==> src/hw/isr_defines.svh <==
// Summary of operation
// status sets sixteen bits, byte sets eight
// each set has event and enable registers
// condition registers follow live inputs, always readable
// only rising condition edges set event bits
// reading an event register clears it
// clear-status command clears all event registers
// condition bit drops only when condition ends
// enable bits mask events from each summary
// overvoltage fault drives questionable condition bit 0
// enabled questionable event sets summary bit 3
// enabled summary bit sets bit 6, service request
// bit 6 is never masked by enable
// bit 0 zero, bit 1 list running
// bit 2 set while error queue not empty
// bit 4 set while response message waits
// bit 5 set by enabled standard event
// bit 7 set by enabled operation event
// good command yields no error, bit 3 zero
// host reads summary then queries pointed set
// operation condition bits 5, 8, 10, 14
// standard event bits 0,2,3,4,5,7 only
// service request drops when no enabled summary
`ifndef ISR_DEFINES_SVH
`define ISR_DEFINES_SVH
`define ISR_SET_W 16
`define ISR_STD_W 8
`define ISR_SB_LIST 1
`define ISR_SB_ERRQ 2
`define ISR_SB_QUES 3
`define ISR_SB_MAV 4
`define ISR_SB_ESB 5
`define ISR_SB_RQS 6
`define ISR_SB_OPER 7
`define ISR_OP_WTRIG 5
`define ISR_OP_CV 8
`define ISR_OP_CC 10
`define ISR_OP_PROG 14
`define ISR_QU_OV 0
`define ISR_QU_OC 1
`define ISR_QU_LEAD 2
`define ISR_QU_OT 3
`define ISR_QU_PWR 4
`define ISR_QU_FAN 5
`define ISR_QU_LINK 6
`define ISR_QU_USED 7
`define ISR_STD_MASK 8'hbd
`endif

==> src/hw/isr_pkg.sv <==
package isr_pkg;
  typedef enum logic [2:0] {
    ISR_SEL_QUES = 3'b000,
    ISR_SEL_OPER = 3'b001,
    ISR_SEL_STD = 3'b010,
    ISR_SEL_SUMMARY = 3'b011,
    ISR_SEL_QCOND = 3'b100,
    ISR_SEL_OCOND = 3'b101
  } isr_sel_t;
endpackage

==> src/hw/isr_cond_set.sv <==
`timescale 1ns/10ps
`include "isr_defines.svh"
module isr_cond_set (
  input wire logic mclk,
  input wire logic rst_n,
  input wire logic [`ISR_SET_W-1:0] live,
  output logic [`ISR_SET_W-1:0] cond,
  output logic [`ISR_SET_W-1:0] rise
);
  always_ff @(posedge mclk or negedge rst_n) begin
    if (!rst_n) begin
      cond <= '0;
    end else begin
      cond <= live;
    end
  end
  assign rise = live & ~cond;
endmodule

==> src/hw/isr_event_set.sv <==
`timescale 1ns/10ps
`include "isr_defines.svh"
module isr_event_set #(
  parameter int W = 16
) (
  input wire logic mclk,
  input wire logic rst_n,
  input wire logic [W-1:0] set_bits,
  input wire logic clear,
  input wire logic [W-1:0] enable,
  output logic [W-1:0] event_bits,
  output logic summary
);
  genvar i;
  generate
    for (i = 0; i < W; i++) begin : g_bit
      always_ff @(posedge mclk or negedge rst_n) begin
        if (!rst_n) begin
          event_bits[i] <= 1'b0;
        end else if (set_bits[i]) begin
          // set wins over a same-cycle read clear
          event_bits[i] <= 1'b1;
        end else if (clear) begin
          event_bits[i] <= 1'b0;
        end
      end
    end
  endgenerate
  always_ff @(posedge mclk or negedge rst_n) begin
    if (!rst_n) begin
      summary <= 1'b0;
    end else begin
      summary <= |((event_bits | set_bits) & enable &
        ~({W{clear}} & ~set_bits));
    end
  end
endmodule

==> src/hw/isr_top.sv <==
`timescale 1ns/10ps
`include "isr_defines.svh"
module isr_top (
  input wire logic mclk,
  input wire logic rst_n,
  input wire logic overvoltage,
  input wire logic overcurrent,
  input wire logic lead_error,
  input wire logic overtemp,
  input wire logic input_power_error,
  input wire logic fan_error,
  input wire logic link_error,
  input wire logic waiting_trigger,
  input wire logic const_voltage,
  input wire logic const_current,
  input wire logic program_running,
  input wire logic list_running,
  input wire logic error_queue_nonempty,
  input wire logic message_available,
  input wire logic [`ISR_STD_W-1:0] std_event_in,
  input wire logic clear_status,
  input wire logic rd_stb,
  input wire isr_pkg::isr_sel_t rd_sel,
  input wire logic wr_stb,
  input wire isr_pkg::isr_sel_t wr_sel,
  input wire logic [`ISR_SET_W-1:0] wr_data,
  output logic [`ISR_SET_W-1:0] rd_data,
  output logic [`ISR_STD_W-1:0] status_summary_byte,
  output logic srq
);
  logic [`ISR_SET_W-1:0] q_live;
  logic [`ISR_SET_W-1:0] o_live;
  logic [`ISR_SET_W-1:0] q_cond;
  logic [`ISR_SET_W-1:0] o_cond;
  logic [`ISR_SET_W-1:0] q_rise;
  logic [`ISR_SET_W-1:0] o_rise;
  logic [`ISR_SET_W-1:0] q_event;
  logic [`ISR_SET_W-1:0] o_event;
  logic [`ISR_SET_W-1:0] q_enable;
  logic [`ISR_SET_W-1:0] o_enable;
  logic [`ISR_STD_W-1:0] standard_event_register;
  logic [`ISR_STD_W-1:0] standard_event_enable;
  logic [`ISR_STD_W-1:0] service_request_enable_mask;
  logic [`ISR_STD_W-1:0] std_set;
  logic q_sum;
  logic o_sum;
  logic s_sum;
  logic q_clr;
  logic o_clr;
  logic s_clr;
  logic [`ISR_STD_W-1:0] next_summary;
  logic request_for_service_flag;

  // unused questionable bits tie low; bit 0 is overvoltage
  always_comb begin
    q_live = '0;
    q_live[`ISR_QU_OV] = overvoltage;
    q_live[`ISR_QU_OC] = overcurrent;
    q_live[`ISR_QU_LEAD] = lead_error;
    q_live[`ISR_QU_OT] = overtemp;
    q_live[`ISR_QU_PWR] = input_power_error;
    q_live[`ISR_QU_FAN] = fan_error;
    q_live[`ISR_QU_LINK] = link_error;
  end

  always_comb begin
    o_live = '0;
    o_live[`ISR_OP_WTRIG] = waiting_trigger;
    o_live[`ISR_OP_CV] = const_voltage;
    o_live[`ISR_OP_CC] = const_current;
    o_live[`ISR_OP_PROG] = program_running;
  end

  assign std_set = std_event_in & `ISR_STD_MASK;
  assign q_clr = clear_status |
    (rd_stb && rd_sel == isr_pkg::ISR_SEL_QUES);
  assign o_clr = clear_status | (rd_stb && rd_sel == isr_pkg::ISR_SEL_OPER);
  assign s_clr = clear_status | (rd_stb && rd_sel == isr_pkg::ISR_SEL_STD);


  isr_cond_set u_qcond (
    .mclk(mclk),
    .rst_n(rst_n),
    .live(q_live),
    .cond(q_cond),
    .rise(q_rise)
  );

  isr_cond_set u_ocond (
    .mclk(mclk),
    .rst_n(rst_n),
    .live(o_live),
    .cond(o_cond),
    .rise(o_rise)
  );

  isr_event_set #(.W(`ISR_SET_W)) u_qev (
    .mclk(mclk),
    .rst_n(rst_n),
    .set_bits(q_rise),
    .clear(q_clr),
    .enable(q_enable),
    .event_bits(q_event),
    .summary(q_sum)
  );

  isr_event_set #(.W(`ISR_SET_W)) u_oev (
    .mclk(mclk),
    .rst_n(rst_n),
    .set_bits(o_rise),
    .clear(o_clr),
    .enable(o_enable),
    .event_bits(o_event),
    .summary(o_sum)
  );

  isr_event_set #(.W(`ISR_STD_W)) u_sev (
    .mclk(mclk),
    .rst_n(rst_n),
    .set_bits(std_set),
    .clear(s_clr),
    .enable(standard_event_enable),
    .event_bits(standard_event_register),
    .summary(s_sum)
  );

  // enable registers, written by the command parser
  always_ff @(posedge mclk or negedge rst_n) begin
    if (!rst_n) begin
      q_enable <= '0;
      o_enable <= '0;
      standard_event_enable <= '0;
      service_request_enable_mask <= '0;
    end else if (wr_stb) begin
      case (wr_sel)
        isr_pkg::ISR_SEL_QUES: q_enable <= wr_data;
        isr_pkg::ISR_SEL_OPER: o_enable <= wr_data;
        isr_pkg::ISR_SEL_STD:
          standard_event_enable <= wr_data[`ISR_STD_W-1:0];
        isr_pkg::ISR_SEL_SUMMARY:
          service_request_enable_mask <= wr_data[`ISR_STD_W-1:0];
        default: ;
      endcase
    end
  end

  always_comb begin
    next_summary = '0;
    next_summary[`ISR_SB_LIST] = list_running;
    next_summary[`ISR_SB_ERRQ] = error_queue_nonempty;
    next_summary[`ISR_SB_QUES] = q_sum;
    next_summary[`ISR_SB_MAV] = message_available;
    next_summary[`ISR_SB_ESB] = s_sum;
    next_summary[`ISR_SB_OPER] = o_sum;
    // mask bit 6 ignored so it cannot feed itself
    request_for_service_flag = |(next_summary &
      service_request_enable_mask &
      ~(8'h01 << `ISR_SB_RQS));
    next_summary[`ISR_SB_RQS] = request_for_service_flag;
  end

  always_ff @(posedge mclk or negedge rst_n) begin
    if (!rst_n) begin
      status_summary_byte <= '0;
      srq <= 1'b0;
    end else begin
      status_summary_byte <= next_summary;
      srq <= request_for_service_flag;
    end
  end

  // read data one cycle after the strobe; host follows the summary
  always_ff @(posedge mclk or negedge rst_n) begin
    if (!rst_n) begin
      rd_data <= '0;
    end else if (rd_stb) begin
      case (rd_sel)
        isr_pkg::ISR_SEL_QUES: rd_data <= q_event;
        isr_pkg::ISR_SEL_OPER: rd_data <= o_event;
        isr_pkg::ISR_SEL_STD: rd_data <= {8'h00, standard_event_register};
        isr_pkg::ISR_SEL_SUMMARY: rd_data <= {8'h00, status_summary_byte};
        isr_pkg::ISR_SEL_QCOND: rd_data <= q_cond;
        isr_pkg::ISR_SEL_OCOND: rd_data <= o_cond;
        default: rd_data <= '0;
      endcase
    end
  end
endmodule

==> config.mk <==
export PLATFORM = sky130hd
export DESIGN_NAME = isr_top
export DESIGN_NICKNAME = d
export VERILOG_FILES = /design/src/hw/isr_pkg.sv /design/src/hw/isr_cond_set.sv /design/src/hw/isr_event_set.sv /design/src/hw/isr_top.sv
export VERILOG_INCLUDE_DIRS = /design/src /design/src/hw
export SDC_FILE = /design/constraint.sdc
export NUM_CORES = 1
export LEC_CHECK = 0
export BUFFER_PORTS_ARGS = -buffer_cell sky130_fd_sc_hd__buf_2
export CELL_PAD_IN_SITES_DETAIL_PLACEMENT = 1
export CELL_PAD_IN_SITES_GLOBAL_PLACEMENT = 1
export CORE_MARGIN = 5
export CORE_UTILIZATION = 40
export CTS_BUF_LIST = sky130_fd_sc_hd__clkbuf_4 sky130_fd_sc_hd__clkbuf_8
export DETAILED_ROUTE_END_ITERATION = 8
export GPL_TIMING_DRIVEN = 0
export HOLD_SLACK_MARGIN = 0.15
export PLACE_DENSITY_LB_ADDON = 0.08
export SYNTH_ARGS = -nofsm -noshare
export SYNTH_HDL_FRONTEND = slang
export SYNTH_SLANG_ARGS = --single-unit
==> constraint.sdc <==
create_clock -name mclk -period 1.26 [get_ports mclk]
set_input_delay 0.126 -clock mclk [delete_from_list [all_inputs] [get_ports mclk]]
set_output_delay 0.126 -clock mclk [all_outputs]
set_load 0.02 [all_outputs]
### Word-level counts from Yosys, hierarchy flattened

Cells that the tools add are included.

* muxes and demuxes: 42
* reduce and logical (&&, ||, !) cells: 51
* bitwise operators: 26
* equality and inequality tests: 8

Operators with widths (number)
* 16-bit bitwise AND: 6
* 16-bit case mux with 6 select lines: 1
* 2-bit nonzero test: 38
* 16-bit NOT: 4
* 1-bit 2-to-1 mux: 41
* 8-bit bitwise AND: 4
* 16-bit bitwise OR: 2
* 16-bit OR reduction: 2
* 15-bit by 16-bit bitwise AND with 16-bit output: 1
* 7-bit by 16-bit bitwise AND with 16-bit output: 1
* 15-bit NOT with 16-bit output: 1
* 7-bit NOT with 16-bit output: 1
* 8-bit NOT: 2
* 3-bit by 2-bit equality test with 1-bit output, second input constant: 4
* 8-bit bitwise OR: 1
* 2-bit AND reduction: 4
* 8-bit OR reduction: 1
* 7-bit OR reduction: 1
* 3-bit by 1-bit equality test with 1-bit output, second input constant: 2
* 3-bit equality test, second input constant: 2
* 3-bit zero test: 2
* 1-bit logical AND: 3
* 1-bit bitwise OR: 3

* bits of input ports: 49
* bits in registers: 124
* output and inout port bits: 25
* logic and storage cells: 177

### Longest topological paths before layout

* word-level depth: 7
* mapped depth: 5
* gate-level depth less buffers: 4

### By module

From an unflattened synthesis, not the netlist that was laid out.

* cells, all modules: 464
* area total of the unflattened synthesis: 6297.3 µm²

By module, submodules not included
* isr_top: sequential area each 1726.7 µm², cells each 233, instances 1, area an instance 3198.1 µm²
* isr_event_set (u_oev ...): sequential area each 425.4 µm², cells each 72, instances 2, area an instance 759.5 µm²
* isr_cond_set: sequential area each 400.4 µm², cells each 32, instances 2, area an instance 620.6 µm²
* isr_event_set (u_sev): sequential area each 225.2 µm², cells each 23, instances 1, area an instance 339.1 µm²

### Worst setup path after synthesis

No wires, ideal clock.

* path kind: register to register
* start: reg standard_event_enable[3]
* end: reg u_sev.summary
* arrival time: 1233 ps
* cell stages (with the launch flop): 5
* slack: -99 ps
* setup time: 126 ps
* path buffers: 0
* clock period less this slack: 1359 ps
* data required time: 1134 ps
* path through: dfrtp_1 a222oi_1 inv_1 a211o_1 a221o_1

* cells in the longest elaborated chain, start to end: 3

RTL lines
* from (decl): RTL line isr_top.sv:42 `` logic [`ISR_STD_W-1:0] standard_event_enable; ``
* from (signal assigned): RTL line isr_top.sv:139 `` standard_event_enable <= wr_data[`ISR_STD_W-1:0]; ``
* 8-bit bitwise AND (2 in series): RTL line isr_event_set.sv:33 `summary <= |((event_bits | set_bits) & enable &`
* 8-bit OR reduction: RTL line isr_event_set.sv:33
* to (signal assigned): RTL line isr_event_set.sv:33
* to (decl): RTL line isr_event_set.sv:12 `output logic summary`

Every way passes these cells.
A chain may end at the register's enable or synchronous reset.

### Worst setup path after layout

Same ends and word-level chain as after synthesis.

==> results_tabular.tex <==
\begin{tabular}{lr}
\hline
Metric & Value \\
\hline
\multicolumn{2}{l}{\textbf{Floorplan}} \\
Number of cell rows & 31 \\
Overall die height & slightly below 100 um \\
Starting density of the core & 41.5\% \\
Core area & 0.00729 mm2 \\
Horizontal extent of the die & 97.0 um \\
Num ports & 74 \\
Overall die area & approximately 0.0094 mm2 \\
\multicolumn{2}{l}{\textbf{Clock tree}} \\
Clk slew on worst S/H paths & 70 ps \\
Count of clock tree sinks & between 70 and 80 \\
Clock latency on the worst-skew pair & 330 ps \\
CTS tree & done \\
Maximum buffer depth of the clock tree & 2 \\
Cts bufs inserted & 9 \\
Clock Root Buffer & clkbuf\_8 \\
Level count of the clock H-tree & 3 \\
\multicolumn{2}{l}{\textbf{Detailed routing}} \\
Routed wire length & approximately 7600 um \\
Detailed-routing iteration count for the pre-antenna-repair pass & 7 \\
Number of vias in the routed layout & 2239 \\
Drt via density & just over 5 \\
Starting DRT DRC Count & 45 \\
Count of antenna-violating nets left after detailed routing & 0 \\
Total DRC errors in the routed layout & 0 \\
Wire per inst & 17.3 um \\
\multicolumn{2}{l}{\textbf{Place}} \\
Port-buffer cells & 59 \\
Routability congestion estimate from global placement & 0.736 \\
Setup Slack @ Placement & -241 ps \\
Post-place instance area & 0.00349 mm2 \\
Dpl hpwl & approximately 5700 um \\
\multicolumn{2}{l}{\textbf{Yosys}} \\
Biggest area consumer among synthesized cells & dfrtp\_1 \\
Leading cell types by count after synthesis & dfrtp\_1, mux2\_2, a22oi\_1, a21o\_1, nor2b\_1 \\
Average footprint of a synthesized cell & 13.2 um2 \\
EDFF count, synth & 0 \\
Proportion of register bits with asynchronous set or reset after synthesis & 100\% \\
Most common flop cell mapped by yosys & dfrtp\_1 \\
Top cells by area in the synthesized netlist & dfrtp\_1, mux2\_2, a22oi\_1 \\
Yosys cell types & 40 \\
Number of standard cells after synthesis & 230 \\
Number of synthesis warnings & 0 \\
Total standard cell area after synthesis & 0.00303 mm2 \\
Post-synthesis sequential area ratio & 59.6\% \\
Post-synth top area share & 59.6\% \\
Most used standard cell by instance count after synthesis & dfrtp\_1 \\
Number of register bits inferred by synthesis & 72 \\
\multicolumn{2}{l}{\textbf{Pwr}} \\
Cell area power density & around 1400 mW/mm2 \\
Leak pwr & around 1.9 nW \\
Peak ir drop on the vdd network & 0.768 mV \\
\multicolumn{2}{l}{\textbf{Finish}} \\
Final standard cell utilization of the core & 55.4\% \\
Finished layout cell area & 0.00404 mm2 \\
N\_diodes & 0 \\
Area Overhead vs Synth & 33.4\% \\
Fraction of layout instances using a drive strength above 1 & 35.7\% \\
Layout net count & 388 \\
\multicolumn{2}{l}{\textbf{Critical path}} \\
Type of element capturing the critical path & register \\
Top fanout value on the critical path & 3 \\
Data required, critical path & 1470 ps \\
Worst endpoint data arrival time & between 1500 and 2000 ps \\
Critical path launch point type & register \\
Start-to-end type of the worst setup path & register to register \\
\multicolumn{2}{l}{\textbf{STA}} \\
TNS Setup & -271 ps \\
Final Hold Vio Count & 0 \\
Setup skew after layout & about 7.5 ps \\
Highest clock frequency the design can meet & $\sim$670 MHz \\
Total count of max-transition violations in the final report & 0 \\
Worst-margin pin slew & 650 ps \\
Fin crit share & 118\% \\
Setup slack of the critical path after layout & -226 ps \\
Count of endpoints failing setup in the final report & 2 \\
Max-Slew Margin vs Limit & 56.5\% \\
Final min period & about 1500 ps \\
RSZ-0062 raised after global routing & yes \\
\multicolumn{2}{l}{\textbf{Global routing}} \\
Initial antenna violation count & 0 \\
Number of global-route vias before repair & 2345 \\
Largest net degree at the start of global routing & 46 \\
Met2 demand-to-capacity share in global routing & 28.3\% \\
Busiest layer in global routing & met2 \\
First-pass GRT wire length & 12500 um \\
Met1 global-route usage & 21.6\% \\
Total global routing track utilization & 17.0\% \\
Total gr overflow & 0 \\
GR met3 Demand/Resource & under 10\% \\
\multicolumn{2}{l}{\textbf{Worst hold path}} \\
Min-delay worst type & input pin to register \\
\multicolumn{2}{l}{\textbf{Outcome}} \\
Violations in the final reports & setup timing \\
Outcome & finished with violations \\
\multicolumn{2}{l}{\textbf{Run}} \\
Count of maximum capacitance violations & 0 \\
\hline
\end{tabular}
==> kinds of logic (layout without fill, tap and decap cells) <==
kind of cell	after synthesis	after routing	synth area share (%)
flip-flops	72	72	59.6
AO/OA/AOI/OAI	64	64	16.2
AND/OR/NAND/NOR	39	39	8.77
multiplexers	31	31	11.3
buffers and inverters	23	130	4.05
other	1	6	0.124
==> state kept, by name, summed over array words and instances (netlist names), 6 cells and up <==
| name | flops |
|---|---|
| standard_event_enable | 6 |
| u_qev.event_bits | 7 |
| service_request_enable_mask | 6 |
| rd_data | 11 |
| u_qcond.cond | 7 |
| u_sev.event_bits | 6 |
| q_enable | 7 |
| status_summary_byte | 7 |
==> worst paths after layout <==
| kind | startpoint | end | slack [ps] | cells past startpoint |
|---|---|---|---|---|
| worst max-delay path | standard_event_enable[3]$_DFFE_PN0P_ | u_sev.summary$_DFF_PN0_ | -230 | 4 |
| worst min-delay path | rd_sel[2] | rd_data[2]$_DFFE_PN0P_ | 200 | 4 |
| worst max register to register | standard_event_enable[3]$_DFFE_PN0P_ | u_sev.summary$_DFF_PN0_ | -230 | 4 |
| worst min register to register | u_oev.summary$_DFF_PN0_ | status_summary_byte[7]$_DFF_PN0_ | 380 | 0 |
| max in group asynchronous | rst_n | u_qcond.cond[0]$_DFF_PN0_ | 440 | 3 |
| min in group asynchronous | rst_n | u_qcond.cond[1]$_DFF_PN0_ | 270 | 2 |
==> metrics by stage <==
stage	cells	hold WS, ps	power (W)
global placement	393	244	0.00382
detailed placement	394	76.1	0.00387
global route	441	208	0.00592
CTS	441	-18.2	0.00566
finish	441	197	0.00561
floorplan	235	-170	0.00345
==> where the power goes <==
group | internal (W) | switching, W | total [W]
clock network | 0.000907 | 0.000785 | 0.00169
registers | 0.00263 | 0.000235 | 0.00287
logic | 0.000542 | 0.000506 | 0.00105
==> what timing repair did <==
action	CTS	global route
hold buffers	32	1
gates resized for setup	0	7
endpoints found under the setup margin	1	4
setup buffers	1	1
endpoints found under the hold margin	119	1
pin swaps	1	4
==> final cells by class <==
type / instances / area [um2]
fill: 802 / 3260
sequential: 72 / 1800
multi-input combinational: 140 / 1150
timing repair buffer: 93 / 661
clock buffer: 10 / 131
tap: 99 / 124
buffer: 14 / 88.8
clock inverter: 4 / 47.5
inverter: 9 / 33.8
==> per-layer routing <==
layer  vias up  routed length (um)
li1       1058                   -
met1      1123                3470
met2        51                3770
met3         7                 291
met4         0                  95
met5         -                   0
==> cell usage in the layout, fill, tap and decap left out, drive strengths merged <==
cell type,instances
nand4b,1
a21o,15
mux2i,6
nand3,7
a221o,2
o21ai,3
clkbuf,14
a22oi,20
inv,9
dlygate4sd3,33
bufinv,1
o22ai,5
mux2,25
a222oi,2
nand3b,2
buf,70
a31oi,1
nor4b,1
conb,6
o2bb2ai,1
clkinvlp,1
clkinv,2
nor3,2
a21oi,2
o211ai,3
dfrtp,72
nor4bb,1
o22a,1
o21bai,1
o21ba,1
and4bb,2
o21a,3
a22o,3
nor2b,12
and2,1
nand2,4
a211o,1
nor2,4
nand2b,2
==> worst max-delay path, cell delays in order (launching register included) <==
cell and delay, ps:
dfrtp_1 400, a222oi_1 330, inv_1 80, a211o_1 270, a221o_1 280
Power figures use the tool's default switching activity.
